--- src/hw/slm_pkg.sv ---
package slm_pkg;

    // Widths of the switch inputs and of the stream bytes.
    localparam int MODE_W = 4;
    localparam int STN_W = 5;
    localparam int BYTE_W = 8;

    // Default number of data bytes one loopback frame may carry.
    localparam int ECHO_DEPTH = 32;

    // Protocol selection values; only this range allows the echo test.
    localparam logic [3:0] MODE_MIN = 4'h1;
    localparam logic [3:0] MODE_MAX = 4'h5;
    localparam logic [3:0] MODE_ASCII_F1 = 4'h1;
    localparam logic [3:0] MODE_BIN = 4'h5;
    localparam logic [3:0] MODE_RST = 4'h0;

    // Control characters and command codes of the dedicated protocol.
    localparam logic [7:0] CH_ENQ = 8'h05;
    localparam logic [7:0] CH_STX = 8'h02;
    localparam logic [7:0] CH_ETX = 8'h03;
    localparam logic [7:0] CH_DLE = 8'h10;
    localparam logic [7:0] CMD_ASC = 8'h54;
    localparam logic [7:0] CMD_BIN_HI = 8'h06;
    localparam logic [7:0] CMD_BIN_LO = 8'h19;

    // Cycles the switch synchronisers settle before settings are taken.
    localparam logic [1:0] SETTLE_CYC = 2'h3;

    typedef enum logic [3:0] {
        S_IDLE = 4'b0000,
        S_STN = 4'b0001,
        S_CMD0 = 4'b0010,
        S_CMD1 = 4'b0011,
        S_LEN = 4'b0100,
        S_DATA = 4'b0101,
        S_SUM = 4'b0110,
        T_HEAD = 4'b0111,
        T_STN = 4'b1000,
        T_LEN = 4'b1001,
        T_DATA = 4'b1010,
        T_ETX = 4'b1011,
        T_SUM = 4'b1100
    } slm_state_e;

    // ASCII hex digit to nibble; bit 4 flags a character that is no digit.
    function automatic logic [4:0] slm_hex2nib(input logic [7:0] c);
        logic [4:0] r;
        r = 5'h10;
        if (c >= 8'h30 && c <= 8'h39) begin
            r = {1'b0, c[3:0]};
        end else if (c >= 8'h41 && c <= 8'h46) begin
            r = {1'b0, c[3:0] + 4'h9};
        end
        return r;
    endfunction

    // Nibble to upper case ASCII hex digit.
    function automatic logic [7:0] slm_nib2hex(input logic [3:0] n);
        logic [7:0] r;
        r = (n < 4'hA) ? {4'h3, n} : {4'h4, n - 4'h9};
        return r;
    endfunction

endpackage

--- src/hw/slm_strm_if.sv ---
`timescale 1ns/1ps
// Byte stream with valid and ready between the engine and its buffer.
interface slm_strm_if;
    logic valid;
    logic ready;
    logic [7:0] data;
    modport src (output valid, output data, input ready);
    modport snk (input valid, input data, output ready);
endinterface

--- src/hw/slm_buf.sv ---
`timescale 1ns/1ps
module slm_buf
    import slm_pkg::*;
(
    input wire logic clk,
    input wire logic rst_n,
    slm_strm_if.snk in_s,
    output logic out_valid,
    output logic [7:0] out_data,
    input wire logic out_ready
);

    logic v0_r, v0_nxt, v1_r, v1_nxt;
    logic [7:0] e0_r, e0_nxt, e1_r, e1_nxt;
    logic push, pop;

    ////////////////////////////////////////////////////////////////////////
    // Two entries: the head drives the output, the second absorbs a word
    // that arrives while the receiver stalls, so none is lost.
    always_comb begin
        pop = v0_r & out_ready;
        push = in_s.valid & ~v1_r;
        v0_nxt = v0_r;
        v1_nxt = v1_r;
        e0_nxt = e0_r;
        e1_nxt = e1_r;
        if (pop) begin
            e0_nxt = v1_r ? e1_r : in_s.data;
            v0_nxt = v1_r | push;
            v1_nxt = 1'b0;
        end else if (push) begin
            if (!v0_r) begin
                e0_nxt = in_s.data;
                v0_nxt = 1'b1;
            end else begin
                e1_nxt = in_s.data;
                v1_nxt = 1'b1;
            end
        end
    end

    // Registers only; ready is taken from the second entry's flag.
    always_ff @(posedge clk or negedge rst_n) begin
        if (!rst_n) begin
            v0_r <= 1'b0;
            v1_r <= 1'b0;
            e0_r <= 8'h00;
            e1_r <= 8'h00;
        end else begin
            v0_r <= v0_nxt;
            v1_r <= v1_nxt;
            e0_r <= e0_nxt;
            e1_r <= e1_nxt;
        end
    end

    assign in_s.ready = ~v1_r;
    assign out_valid = v0_r;
    assign out_data = e0_r;

    AST_BUF_HOLD:
    assert property (@(posedge clk) disable iff (!rst_n)
        (v0_r && !out_ready) |=> (v0_r && $stable(e0_r)))
        else $error("Stalled echo byte changed or vanished.");

endmodule

--- src/hw/slm_top.sv ---
`timescale 1ns/1ps
// Summary of operation
// - The echo test is started by the command TT in ASCII mode or 0619 in binary mode.
// - Data bytes of an echo request are returned to the host unchanged.
// - The echo test runs only while the selected mode is one to five.
// - After restart with the controller CPU stopped, ready goes high and echo requests are taken.
// - Mode one selects ASCII encoding with message format one.
// - The station number comes from the station switch and must match the request.
// - With the sum check switch on, requests must carry and replies carry a sum check code.
// - A new mode takes effect only after a restart.
// - The mode comes from the switch or from the software mode setting, both read at restart.
module slm_top
    import slm_pkg::*;
#(
    parameter int DEPTH = ECHO_DEPTH
)
(
    input wire logic clk,
    input wire logic rst_b,
    input wire logic [3:0] mode_sw,
    input wire logic [4:0] station_sw,
    input wire logic sum_check_enable_switch,
    input wire logic mode_src_soft,
    input wire logic [3:0] soft_mode,
    input wire logic cpu_stopped,
    input wire logic rx_valid,
    input wire logic [7:0] rx_data,
    output logic tx_valid,
    output logic [7:0] tx_data,
    input wire logic tx_ready,
    output logic module_ready,
    output logic [3:0] active_mode,
    output logic frame_err,
    output logic echo_done
);

    localparam logic [7:0] DEPTH_B = 8'(DEPTH);

    logic rst_s1_r, rst_n;
    logic [3:0] mode_s1_r, mode_s2_r;
    logic [4:0] stn_s1_r, stn_s2_r;
    logic sum_s1_r, sum_s2_r;

    ////////////////////////////////////////////////////////////////////////
    // Reset is released through two flops so every flop leaves it together.
    always_ff @(posedge clk or negedge rst_b) begin
        if (!rst_b) begin
            rst_s1_r <= 1'b0;
            rst_n <= 1'b0;
        end else begin
            rst_s1_r <= 1'b1;
            rst_n <= rst_s1_r;
        end
    end

    // Switch pins are asynchronous; the first stage feeds only the second.
    always_ff @(posedge clk or negedge rst_n) begin
        if (!rst_n) begin
            mode_s1_r <= 4'h0;
            mode_s2_r <= 4'h0;
            stn_s1_r <= 5'h00;
            stn_s2_r <= 5'h00;
            sum_s1_r <= 1'b0;
            sum_s2_r <= 1'b0;
        end else begin
            mode_s1_r <= mode_sw;
            mode_s2_r <= mode_s1_r;
            stn_s1_r <= station_sw;
            stn_s2_r <= stn_s1_r;
            sum_s1_r <= sum_check_enable_switch;
            sum_s2_r <= sum_s1_r;
        end
    end

    ////////////////////////////////////////////////////////////////////////
    // Settings are taken once after restart; moving a switch later has no
    // effect until the next reset, which keeps a live link stable.
    logic [1:0] settle_r, settle_nxt;
    logic cfg_done_r, cfg_done_nxt;
    logic [3:0] mode_r, mode_nxt;
    logic [4:0] stn_r, stn_nxt;
    logic sumen_r, sumen_nxt;
    logic ready_r, ready_nxt;
    logic bin_r, loop_ok;

    always_comb begin
        settle_nxt = settle_r;
        cfg_done_nxt = cfg_done_r;
        mode_nxt = mode_r;
        stn_nxt = stn_r;
        sumen_nxt = sumen_r;
        if (!cfg_done_r) begin
            if (settle_r != SETTLE_CYC) begin
                settle_nxt = settle_r + 2'h1;
            end else begin
                cfg_done_nxt = 1'b1;
                mode_nxt = mode_src_soft ? soft_mode : mode_s2_r;
                stn_nxt = stn_s2_r;
                sumen_nxt = sum_s2_r;
            end
        end
        ready_nxt = ready_r | (cfg_done_r & cpu_stopped);
    end

    always_ff @(posedge clk or negedge rst_n) begin
        if (!rst_n) begin
            settle_r <= 2'h0;
            cfg_done_r <= 1'b0;
            mode_r <= MODE_RST;
            stn_r <= 5'h00;
            sumen_r <= 1'b0;
            ready_r <= 1'b0;
        end else begin
            settle_r <= settle_nxt;
            cfg_done_r <= cfg_done_nxt;
            mode_r <= mode_nxt;
            stn_r <= stn_nxt;
            sumen_r <= sumen_nxt;
            ready_r <= ready_nxt;
        end
    end

    // Modes one to four use ASCII framing, five uses binary.
    assign bin_r = (mode_r == MODE_BIN);
    assign loop_ok = ready_r && mode_r >= MODE_MIN && mode_r <= MODE_MAX;

    ////////////////////////////////////////////////////////////////////////
    // Frame engine: receive a request, then replay it into the buffer.
    slm_strm_if push_s ();
    slm_state_e st_r, st_nxt;
    logic half_r, half_nxt;
    logic [3:0] hold_r, hold_nxt;
    logic [7:0] len_r, len_nxt, cnt_r, cnt_nxt, sum_r, sum_nxt;
    logic err_r, err_nxt, done_r, done_nxt;
    logic [7:0] mem [DEPTH];
    logic mem_we;
    logic [4:0] hx;
    logic [7:0] val, fval, ob;
    logic val_rdy, fdone, tx_st;

    always_comb begin
        st_nxt = st_r;
        half_nxt = half_r;
        hold_nxt = hold_r;
        len_nxt = len_r;
        cnt_nxt = cnt_r;
        sum_nxt = sum_r;
        err_nxt = 1'b0;
        done_nxt = 1'b0;
        mem_we = 1'b0;
        hx = slm_hex2nib(rx_data);
        val = bin_r ? rx_data : {hold_r, hx[3:0]};
        val_rdy = bin_r | half_r;
        fval = {3'h0, stn_r};
        ob = 8'h00;
        fdone = 1'b1;
        tx_st = (st_r >= T_HEAD);
        // Numeric fields in ASCII are two hex characters, high digit first.
        if (rx_valid && !tx_st && st_r != S_IDLE && !bin_r
            && (st_r == S_STN || st_r == S_LEN || st_r == S_SUM)) begin
            if (hx[4]) begin
                st_nxt = S_IDLE;
                err_nxt = 1'b1;
                val_rdy = 1'b0;
            end else begin
                hold_nxt = hx[3:0];
                half_nxt = ~half_r;
            end
        end
        if (rx_valid && !tx_st && st_r != S_IDLE && st_r != S_SUM) begin
            sum_nxt = sum_r + rx_data;
        end
        case (st_r)
            S_IDLE: begin
                if (rx_valid && loop_ok
                    && rx_data == (bin_r ? CH_DLE : CH_ENQ)) begin
                    st_nxt = S_STN;
                    half_nxt = 1'b0;
                    sum_nxt = 8'h00;
                end
            end
            S_STN: begin
                if (rx_valid && val_rdy && !err_nxt) begin
                    // Frames for other stations are dropped silently.
                    st_nxt = (val == {3'h0, stn_r}) ? S_CMD0 : S_IDLE;
                end
            end
            S_CMD0, S_CMD1: begin
                if (rx_valid) begin
                    if (rx_data == (bin_r ? (st_r == S_CMD0 ? CMD_BIN_HI :
                        CMD_BIN_LO) : CMD_ASC)) begin
                        st_nxt = (st_r == S_CMD0) ? S_CMD1 : S_LEN;
                    end else begin
                        st_nxt = S_IDLE;
                        err_nxt = 1'b1;
                    end
                end
            end
            S_LEN: begin
                if (rx_valid && val_rdy && !err_nxt) begin
                    len_nxt = val;
                    cnt_nxt = 8'h00;
                    if (val > DEPTH_B) begin
                        st_nxt = S_IDLE;
                        err_nxt = 1'b1;
                    end else if (val == 8'h00) begin
                        st_nxt = sumen_r ? S_SUM : T_HEAD;
                    end else begin
                        st_nxt = S_DATA;
                    end
                end
            end
            S_DATA: begin
                if (rx_valid) begin
                    mem_we = 1'b1;
                    cnt_nxt = cnt_r + 8'h01;
                    if (cnt_r == len_r - 8'h01) begin
                        st_nxt = sumen_r ? S_SUM : T_HEAD;
                    end
                end
            end
            S_SUM: begin
                if (rx_valid && val_rdy && !err_nxt) begin
                    st_nxt = (val == sum_r) ? T_HEAD : S_IDLE;
                    err_nxt = (val != sum_r);
                end
            end
            default: begin
                // Reply side: byte of the current field and its end flag.
                case (st_r)
                    T_LEN: fval = len_r;
                    T_SUM: fval = sum_r;
                    default: fval = {3'h0, stn_r};
                endcase
                if (bin_r || st_r == T_HEAD || st_r == T_DATA
                    || st_r == T_ETX) begin
                    ob = fval;
                end else begin
                    ob = slm_nib2hex(half_r ? fval[3:0] : fval[7:4]);
                    fdone = half_r;
                end
                if (st_r == T_HEAD) begin
                    ob = bin_r ? CH_DLE : CH_STX;
                end else if (st_r == T_DATA) begin
                    ob = mem[cnt_r[$clog2(DEPTH)-1:0]];
                end else if (st_r == T_ETX) begin
                    ob = CH_ETX;
                end
                if (push_s.ready) begin
                    if (!fdone) begin
                        half_nxt = 1'b1;
                    end else begin
                        half_nxt = 1'b0;
                    end
                    if (st_r != T_HEAD && st_r != T_SUM) begin
                        sum_nxt = sum_r + ob;
                    end
                    if (fdone) begin
                        case (st_r)
                            T_HEAD: begin
                                st_nxt = T_STN;
                                sum_nxt = 8'h00;
                                cnt_nxt = 8'h00;
                            end
                            T_STN: st_nxt = T_LEN;
                            T_LEN: begin
                                if (len_r != 8'h00) begin
                                    st_nxt = T_DATA;
                                end else if (!bin_r) begin
                                    st_nxt = T_ETX;
                                end else begin
                                    st_nxt = sumen_r ? T_SUM : S_IDLE;
                                    done_nxt = ~sumen_r;
                                end
                            end
                            T_DATA: begin
                                cnt_nxt = cnt_r + 8'h01;
                                if (cnt_r == len_r - 8'h01) begin
                                    if (!bin_r) begin
                                        st_nxt = T_ETX;
                                    end else begin
                                        st_nxt = sumen_r ? T_SUM : S_IDLE;
                                        done_nxt = ~sumen_r;
                                    end
                                end
                            end
                            T_ETX: begin
                                st_nxt = sumen_r ? T_SUM : S_IDLE;
                                done_nxt = ~sumen_r;
                            end
                            default: begin
                                st_nxt = S_IDLE;
                                done_nxt = 1'b1;
                            end
                        endcase
                    end
                end
            end
        endcase
    end

    // Registers of the engine; the echo store is written in its own block below.
    always_ff @(posedge clk or negedge rst_n) begin
        if (!rst_n) begin
            st_r <= S_IDLE;
            half_r <= 1'b0;
            hold_r <= 4'h0;
            len_r <= 8'h00;
            cnt_r <= 8'h00;
            sum_r <= 8'h00;
            err_r <= 1'b0;
            done_r <= 1'b0;
        end else begin
            st_r <= st_nxt;
            half_r <= half_nxt;
            hold_r <= hold_nxt;
            len_r <= len_nxt;
            cnt_r <= cnt_nxt;
            sum_r <= sum_nxt;
            err_r <= err_nxt;
            done_r <= done_nxt;
        end
    end

    always_ff @(posedge clk) begin
        if (mem_we) begin
            mem[cnt_r[$clog2(DEPTH)-1:0]] <= rx_data;
        end
    end

    assign push_s.valid = tx_st;
    assign push_s.data = ob;

    // The buffer lets the host stall the reply without losing a byte.
    slm_buf u_buf (
        .clk(clk),
        .rst_n(rst_n),
        .in_s(push_s),
        .out_valid(tx_valid),
        .out_data(tx_data),
        .out_ready(tx_ready)
    );

    assign module_ready = ready_r;
    assign active_mode = mode_r;
    assign frame_err = err_r;
    assign echo_done = done_r;

    ////////////////////////////////////////////////////////////////////////
    AST_READY_STICKY:
    assert property (@(posedge clk) disable iff (!rst_n)
        ready_r |=> ready_r)
        else $error("Ready dropped without a reset.");

    AST_READY_CAUSE:
    assert property (@(posedge clk) disable iff (!rst_n)
        $rose(ready_r) |-> $past(cpu_stopped) && $past(cfg_done_r))
        else $error("Ready rose without a stopped CPU.");

    AST_MODE_FROZEN:
    assert property (@(posedge clk) disable iff (!rst_n)
        cfg_done_r |=> $stable(mode_r) && $stable(stn_r))
        else $error("Mode changed without a restart.");

    AST_MODE_SOURCE:
    assert property (@(posedge clk) disable iff (!rst_n)
        $rose(cfg_done_r) |-> mode_r == ($past(mode_src_soft) ?
        $past(soft_mode) : $past(mode_s2_r)))
        else $error("Mode taken from the wrong source.");

    AST_MODE_RANGE:
    assert property (@(posedge clk) disable iff (!rst_n)
        st_r != S_IDLE |-> mode_r >= MODE_MIN && mode_r <= MODE_MAX)
        else $error("Echo test active outside protocol modes.");

    AST_ASCII_F1:
    assert property (@(posedge clk) disable iff (!rst_n)
        (mode_r == MODE_ASCII_F1 && st_r == T_HEAD && push_s.ready)
        |-> ob == CH_STX)
        else $error("Mode one reply is not ASCII framed.");

    AST_STATION:
    assert property (@(posedge clk) disable iff (!rst_n)
        (st_r == S_CMD0 && $past(st_r) == S_STN) |-> $past(val) ==
        {3'h0, stn_r})
        else $error("Frame for another station accepted.");

    AST_COMMAND:
    assert property (@(posedge clk) disable iff (!rst_n)
        (st_r == S_LEN && $past(st_r) == S_CMD1) |-> $past(rx_data) ==
        (bin_r ? CMD_BIN_LO : CMD_ASC))
        else $error("Wrong command code accepted.");

    AST_SUM_USE:
    assert property (@(posedge clk) disable iff (!rst_n)
        (st_r == T_SUM || st_r == S_SUM) |-> sumen_r)
        else $error("Sum check used while disabled.");

    AST_DATA_STORE:
    assert property (@(posedge clk) disable iff (!rst_n)
        (rx_valid && st_r == S_DATA) |=>
        mem[$past(cnt_r[$clog2(DEPTH)-1:0])] == $past(rx_data))
        else $error("Received byte not kept unchanged.");

endmodule

--- config.mk ---
export PLATFORM = sky130hd
export DESIGN_NAME = slm_top
export DESIGN_NICKNAME = d
export VERILOG_FILES = /design/src/hw/slm_pkg.sv /design/src/hw/slm_strm_if.sv /design/src/hw/slm_buf.sv /design/src/hw/slm_top.sv
export SDC_FILE = /design/constraint.sdc
export NUM_CORES = 1
export LEC_CHECK = 0
export ABC_AREA = 1
export BUFFER_PORTS_ARGS = -buffer_cell sky130_fd_sc_hd__buf_2
export CAP_MARGIN = 0
export CORE_ASPECT_RATIO = 0.8
export CORE_MARGIN = 2
export CORE_UTILIZATION = 40
export CTS_CLUSTER_DIAMETER = 200
export DETAILED_ROUTE_END_ITERATION = 16
export PLACE_DENSITY = 0.62
export SYNTH_ARGS = -nofsm -noshare
export SYNTH_HDL_FRONTEND = slang
export SYNTH_SLANG_ARGS = --single-unit
--- constraint.sdc ---
create_clock -name clk -period 4.9 [get_ports clk]
set_input_delay 0.735 -clock clk [delete_from_list [all_inputs] [get_ports clk]]
set_output_delay 0.735 -clock clk [all_outputs]
set_load 0.005 [all_outputs]
==> summary.txt <==
Global routing
  – First-pass GRT wire length: ~70 mm
  – Vias in the first global route: between 10,000 and 15,000
  – Initial antenna violation count: 1
  – Pin count of the biggest net entering global routing: around 130
  – GRT overflow: 0
  – Gr usage total: approximately a fifth

Synth
  – Top FF cell, synth: edfxtp_1
  – Post-synth EDFFs: 256
  – Syn nets: approximately 1,800
  – YS warnings: 0
  – Area contributors post-synth: edfxtp_1, dfrtp_1, nand2_1
  – Xor/xnor cell area share of the yosys netlist: under 10%
  – Synth area leader: edfxtp_1
  – Seq/Total Area, Yosys: ~60%
  – Largest family of logic cells by synthesized area: simple AND/OR/NAND/NOR gates
  – Top cell type's share of synthesized area: approximately 47%
  – Multiplexer share of the synthesized area: 0.06827%
  – Asr flop ratio synth: approximately a quarter
  – Number of synthesized register bits: ~350
  – Post-Synth Adder-Cell Area: a little over 2%
  – Avg Inst Size Synth: ~9.5 um^2
  – Simple-gate area share of the yosys netlist: between 20% and 30%
  – Compound-gate portion of the synthesized area: a little under a tenth
  – Mapped Area: 0.01649 mm^2
  – Yosys cell types: 52
  – Cells after synthesis: ~1,700

Outcome
  – Status: complete, no violations

Floorplanning
  – Starting Density: about two fifths
  – Core area: ~0.041 mm^2
  – Die height: ~190 um
  – IO Pins: between 40 and 50
  – # rows: 66
  – Die W: approximately 230 um
  – Die area: roughly 0.043 mm^2

Critical path
  – Cell depth of the worst setup path: 24
  – Startpoint Class: flip-flop
  – CP top delay family: simple AND/OR/NAND/NOR gates
  – Crit-path cells: inv_4, buf_4, nand2_1, a22o_1, nand2_1, nand2_1, nor2_1, nand2_1, a21oi_1, nand2_1, inv_1, ha_1, inv_1, fa_1, o21ai_0, a21oi_1, nor2_1, nor2_1, nand2_1, nand3_1, nand3_1, nand2_1, nand2_1, nand2_1
  – Crit path DAT: 4.29 ns
  – Critical path's most frequent cell: nand2_1
  – Critical path buffer and inverter count: 4
  – Max stage delay on crit path: around 0.5 ns
  – Worst setup path class: reg2reg
  – CP max-delay cell: dfrtp_4
  – WP data required: 5.31 ns
  – Worst-path fanout max: 36
  – Crit path capture type: flip-flop
  – Reg2reg path depth: 24

Layout
  – Finished Cell Area: 0.01842 mm^2
  – Commonest cells after routing, fill and taps aside: nand2_1, edfxtp_1, nor2_1
  – Reg area: 0.009923 mm^2
  – Layout cells sized above 1: approximately 9%
  – Diodes inserted: 0
  – Area of the multi-input gates: about 0.006 mm^2
  – Area Growth Syn to Fin: 11.66%
  – Final core utilization: 45.33%
  – Commonest non-fill, non-tap cell in the layout: nand2_1
  – Non-filler cells, final: around 2,300
  – Fillers: between 3,000 and 4,000
  – Nets: approximately 1,800

Placed design
  – Detailed Place HPWL: about 30 mm
  – PortBufs: 43
  – Placer Congestion: 0.9563
  – Placement Setup Slack: 1.078 ns
  – Placed Cells: 2,277
  – Dpl cell area: ~0.017 mm^2

Power
  – Power density over cell area: ~530 mW/mm^2
  – Overall Power: slightly below 10 mW
  – Leak: 7.514 nW
  – Maximum vdd drop: about 0.00037 V

Detailed routing
  – Post-DR vias/cell: 5.344
  – DRT iter0 DRCs: 1,274
  – DRT Pass-1 Iters: 5
  – DRT antenna net count: 0
  – DR WL/cell: 19.30 um
  – Via count of the routed design: 12,520
  – Total wire length: roughly 45 mm
  – DRC Markers: 0

Clocking
  – H-tree lvl count: 2
  – Clock buffer depth: 3
  – Root buffer cell: clkbuf_16
  – Insertion delay to the later sink of the worst-skew pair: ~0.54 ns
  – Post-CTS sizing: 0
  – Num CTS Buffers: 37
  – Worst-path clk slew: 0.06 ns
  – Clk sinks: roughly 350
  – CTS tree: yes

Timing
  – Setup ws final: 1.023 ns
  – Pins Over Slew Limit: 0
  – Min Hold Slack: between 0.2 and 0.3 ns
  – Final Setup Violations: 0
  – Final worst path period need: between 3 and 4 ns
  – Clock skew: roughly 0.021 ns
  – TNS Setup: 0 ns
  – Slew margin rel.: approximately 30%
  – Fin crit share: about four fifths
  – Max Clock Freq: approximately 260 MHz
  – RSZ-0062 raised after global routing: no
  – Worst-Margin Slew: about 1.0 ns
  – Number of hold violations in the final report: 0

Worst hold path
  – Hold WC Path Type: reg2async

Run
  – Max Cap Violations: 0
==> cells by family (layout without fill, tap and decap cells) <==
family | after synthesis | after routing
buffers and inverters | 175 | 245
DFF | 345 | 345
AOI/OAI and AO/OA | 258 | 258
other | 1 | 1
muxes | 1 | 1
and+or+nand+nor | 891 | 891
xor gates and xnor gates | 31 | 31
adders and majority gates | 26 | 26
==> worst register-to-register path: cells and delay by family, from the launching register on <==
kind	cells	cell delay [ns]
DFF	1	0.50
adders and majority gates	2	0.56
and+or+nand+nor	14	1.10
buffers and inverters	4	0.77
AOI/OAI and AO/OA	4	0.84
==> where the power goes <==
part | switching [mW] | internal (mW)
Clock | 1.14 | 1.48
Combinational | 2.49 | 1.14
Sequential | 0.224 | 3.30
Total | 3.86 | 5.92
==> metal layers <==
layer	GRT usage (%)	routed length, um	vias up
met2	32.98	19930	443
met3	3.676	3513	60
met1	31.20	20830	6055
li1	-	-	5957
met4	5.032	923	0
met5	0	0	-
==> area by class of cell <==
class	count	share of cell area, %
multi-input combinational	1208	31.75
sequential	345	53.88
inverter	116	2.378
tap	544	3.696
timing repair buffer	65	2.215
clock buffer	46	5.319
clock inverter	18	0.7609
==> path summary, 6_finish.rpt <==
kind / startpoint / end / slack, ns
max: cnt_r[0]$_DFFE_PN0P_ / sum_r[6]$_DFF_PN0_ / 1.02
min: rst_n$_DFF_PN0_ / st_r[2]$_DFF_PN0_ / 0.27
max reg2reg: cnt_r[0]$_DFFE_PN0P_ / sum_r[6]$_DFF_PN0_ / 1.02
min reg2reg: rst_n$_DFF_PN0_ / st_r[2]$_DFF_PN0_ / 0.27
max in group asynchronous: rst_n$_DFF_PN0_ / cnt_r[0]$_DFFE_PN0P_ / 3.48
min in group clk: sum_check_enable_switch / sum_s1_r$_DFF_PN0_ / 0.32
==> repair_timing <==
action / 4_1_cts / 5_1_grt
hold buffers: 1 / 0
setup buffers: 0 / 0
endpoints found under the hold margin: 2 / 0
==> Yosys cell counts, types with 2 or more instances <==
| master | count |
|---|---|
| nand2_1 | 497 |
| edfxtp_1 | 256 |
| nor2_1 | 198 |
| nand3_1 | 125 |
| inv_1 | 100 |
| o21ai_0 | 95 |
| a21oi_1 | 93 |
| dfrtp_1 | 89 |
| buf_2 | 36 |
| ha_1 | 24 |
| a22o_1 | 21 |
| nand4_1 | 21 |
| xor2_1 | 21 |
| inv_2 | 15 |
| o21ai_1 | 15 |
| clkbuf_1 | 13 |
| nor3_1 | 11 |
| nand2_2 | 9 |
| nor2_2 | 9 |
| xnor2_1 | 9 |
| a22oi_1 | 6 |
| nand3b_1 | 5 |
| o211ai_1 | 5 |
| buf_1 | 4 |
| buf_4 | 4 |
| nand2_4 | 4 |
| o221ai_1 | 4 |
| a31oi_1 | 3 |
| a32o_1 | 3 |
| nor3_2 | 3 |
| a21o_1 | 2 |
| buf_6 | 2 |
| fa_1 | 2 |
| nor2_4 | 2 |
| o22ai_1 | 2 |
| o31ai_1 | 2 |
| or2_0 | 2 |
| or2_2 | 2 |
==> sequential cells by signal (all words and copies together), names as in the netlist, 5 cells and up <==
register,flops
mem,256
cnt_r,8
len_r,8
sum_r,8
u_buf.e1_r,8
u_buf.out_data,8
stn_r,5
stn_s1_r,5
stn_s2_r,5
Note: power is estimated with default switching activity, not from simulation.
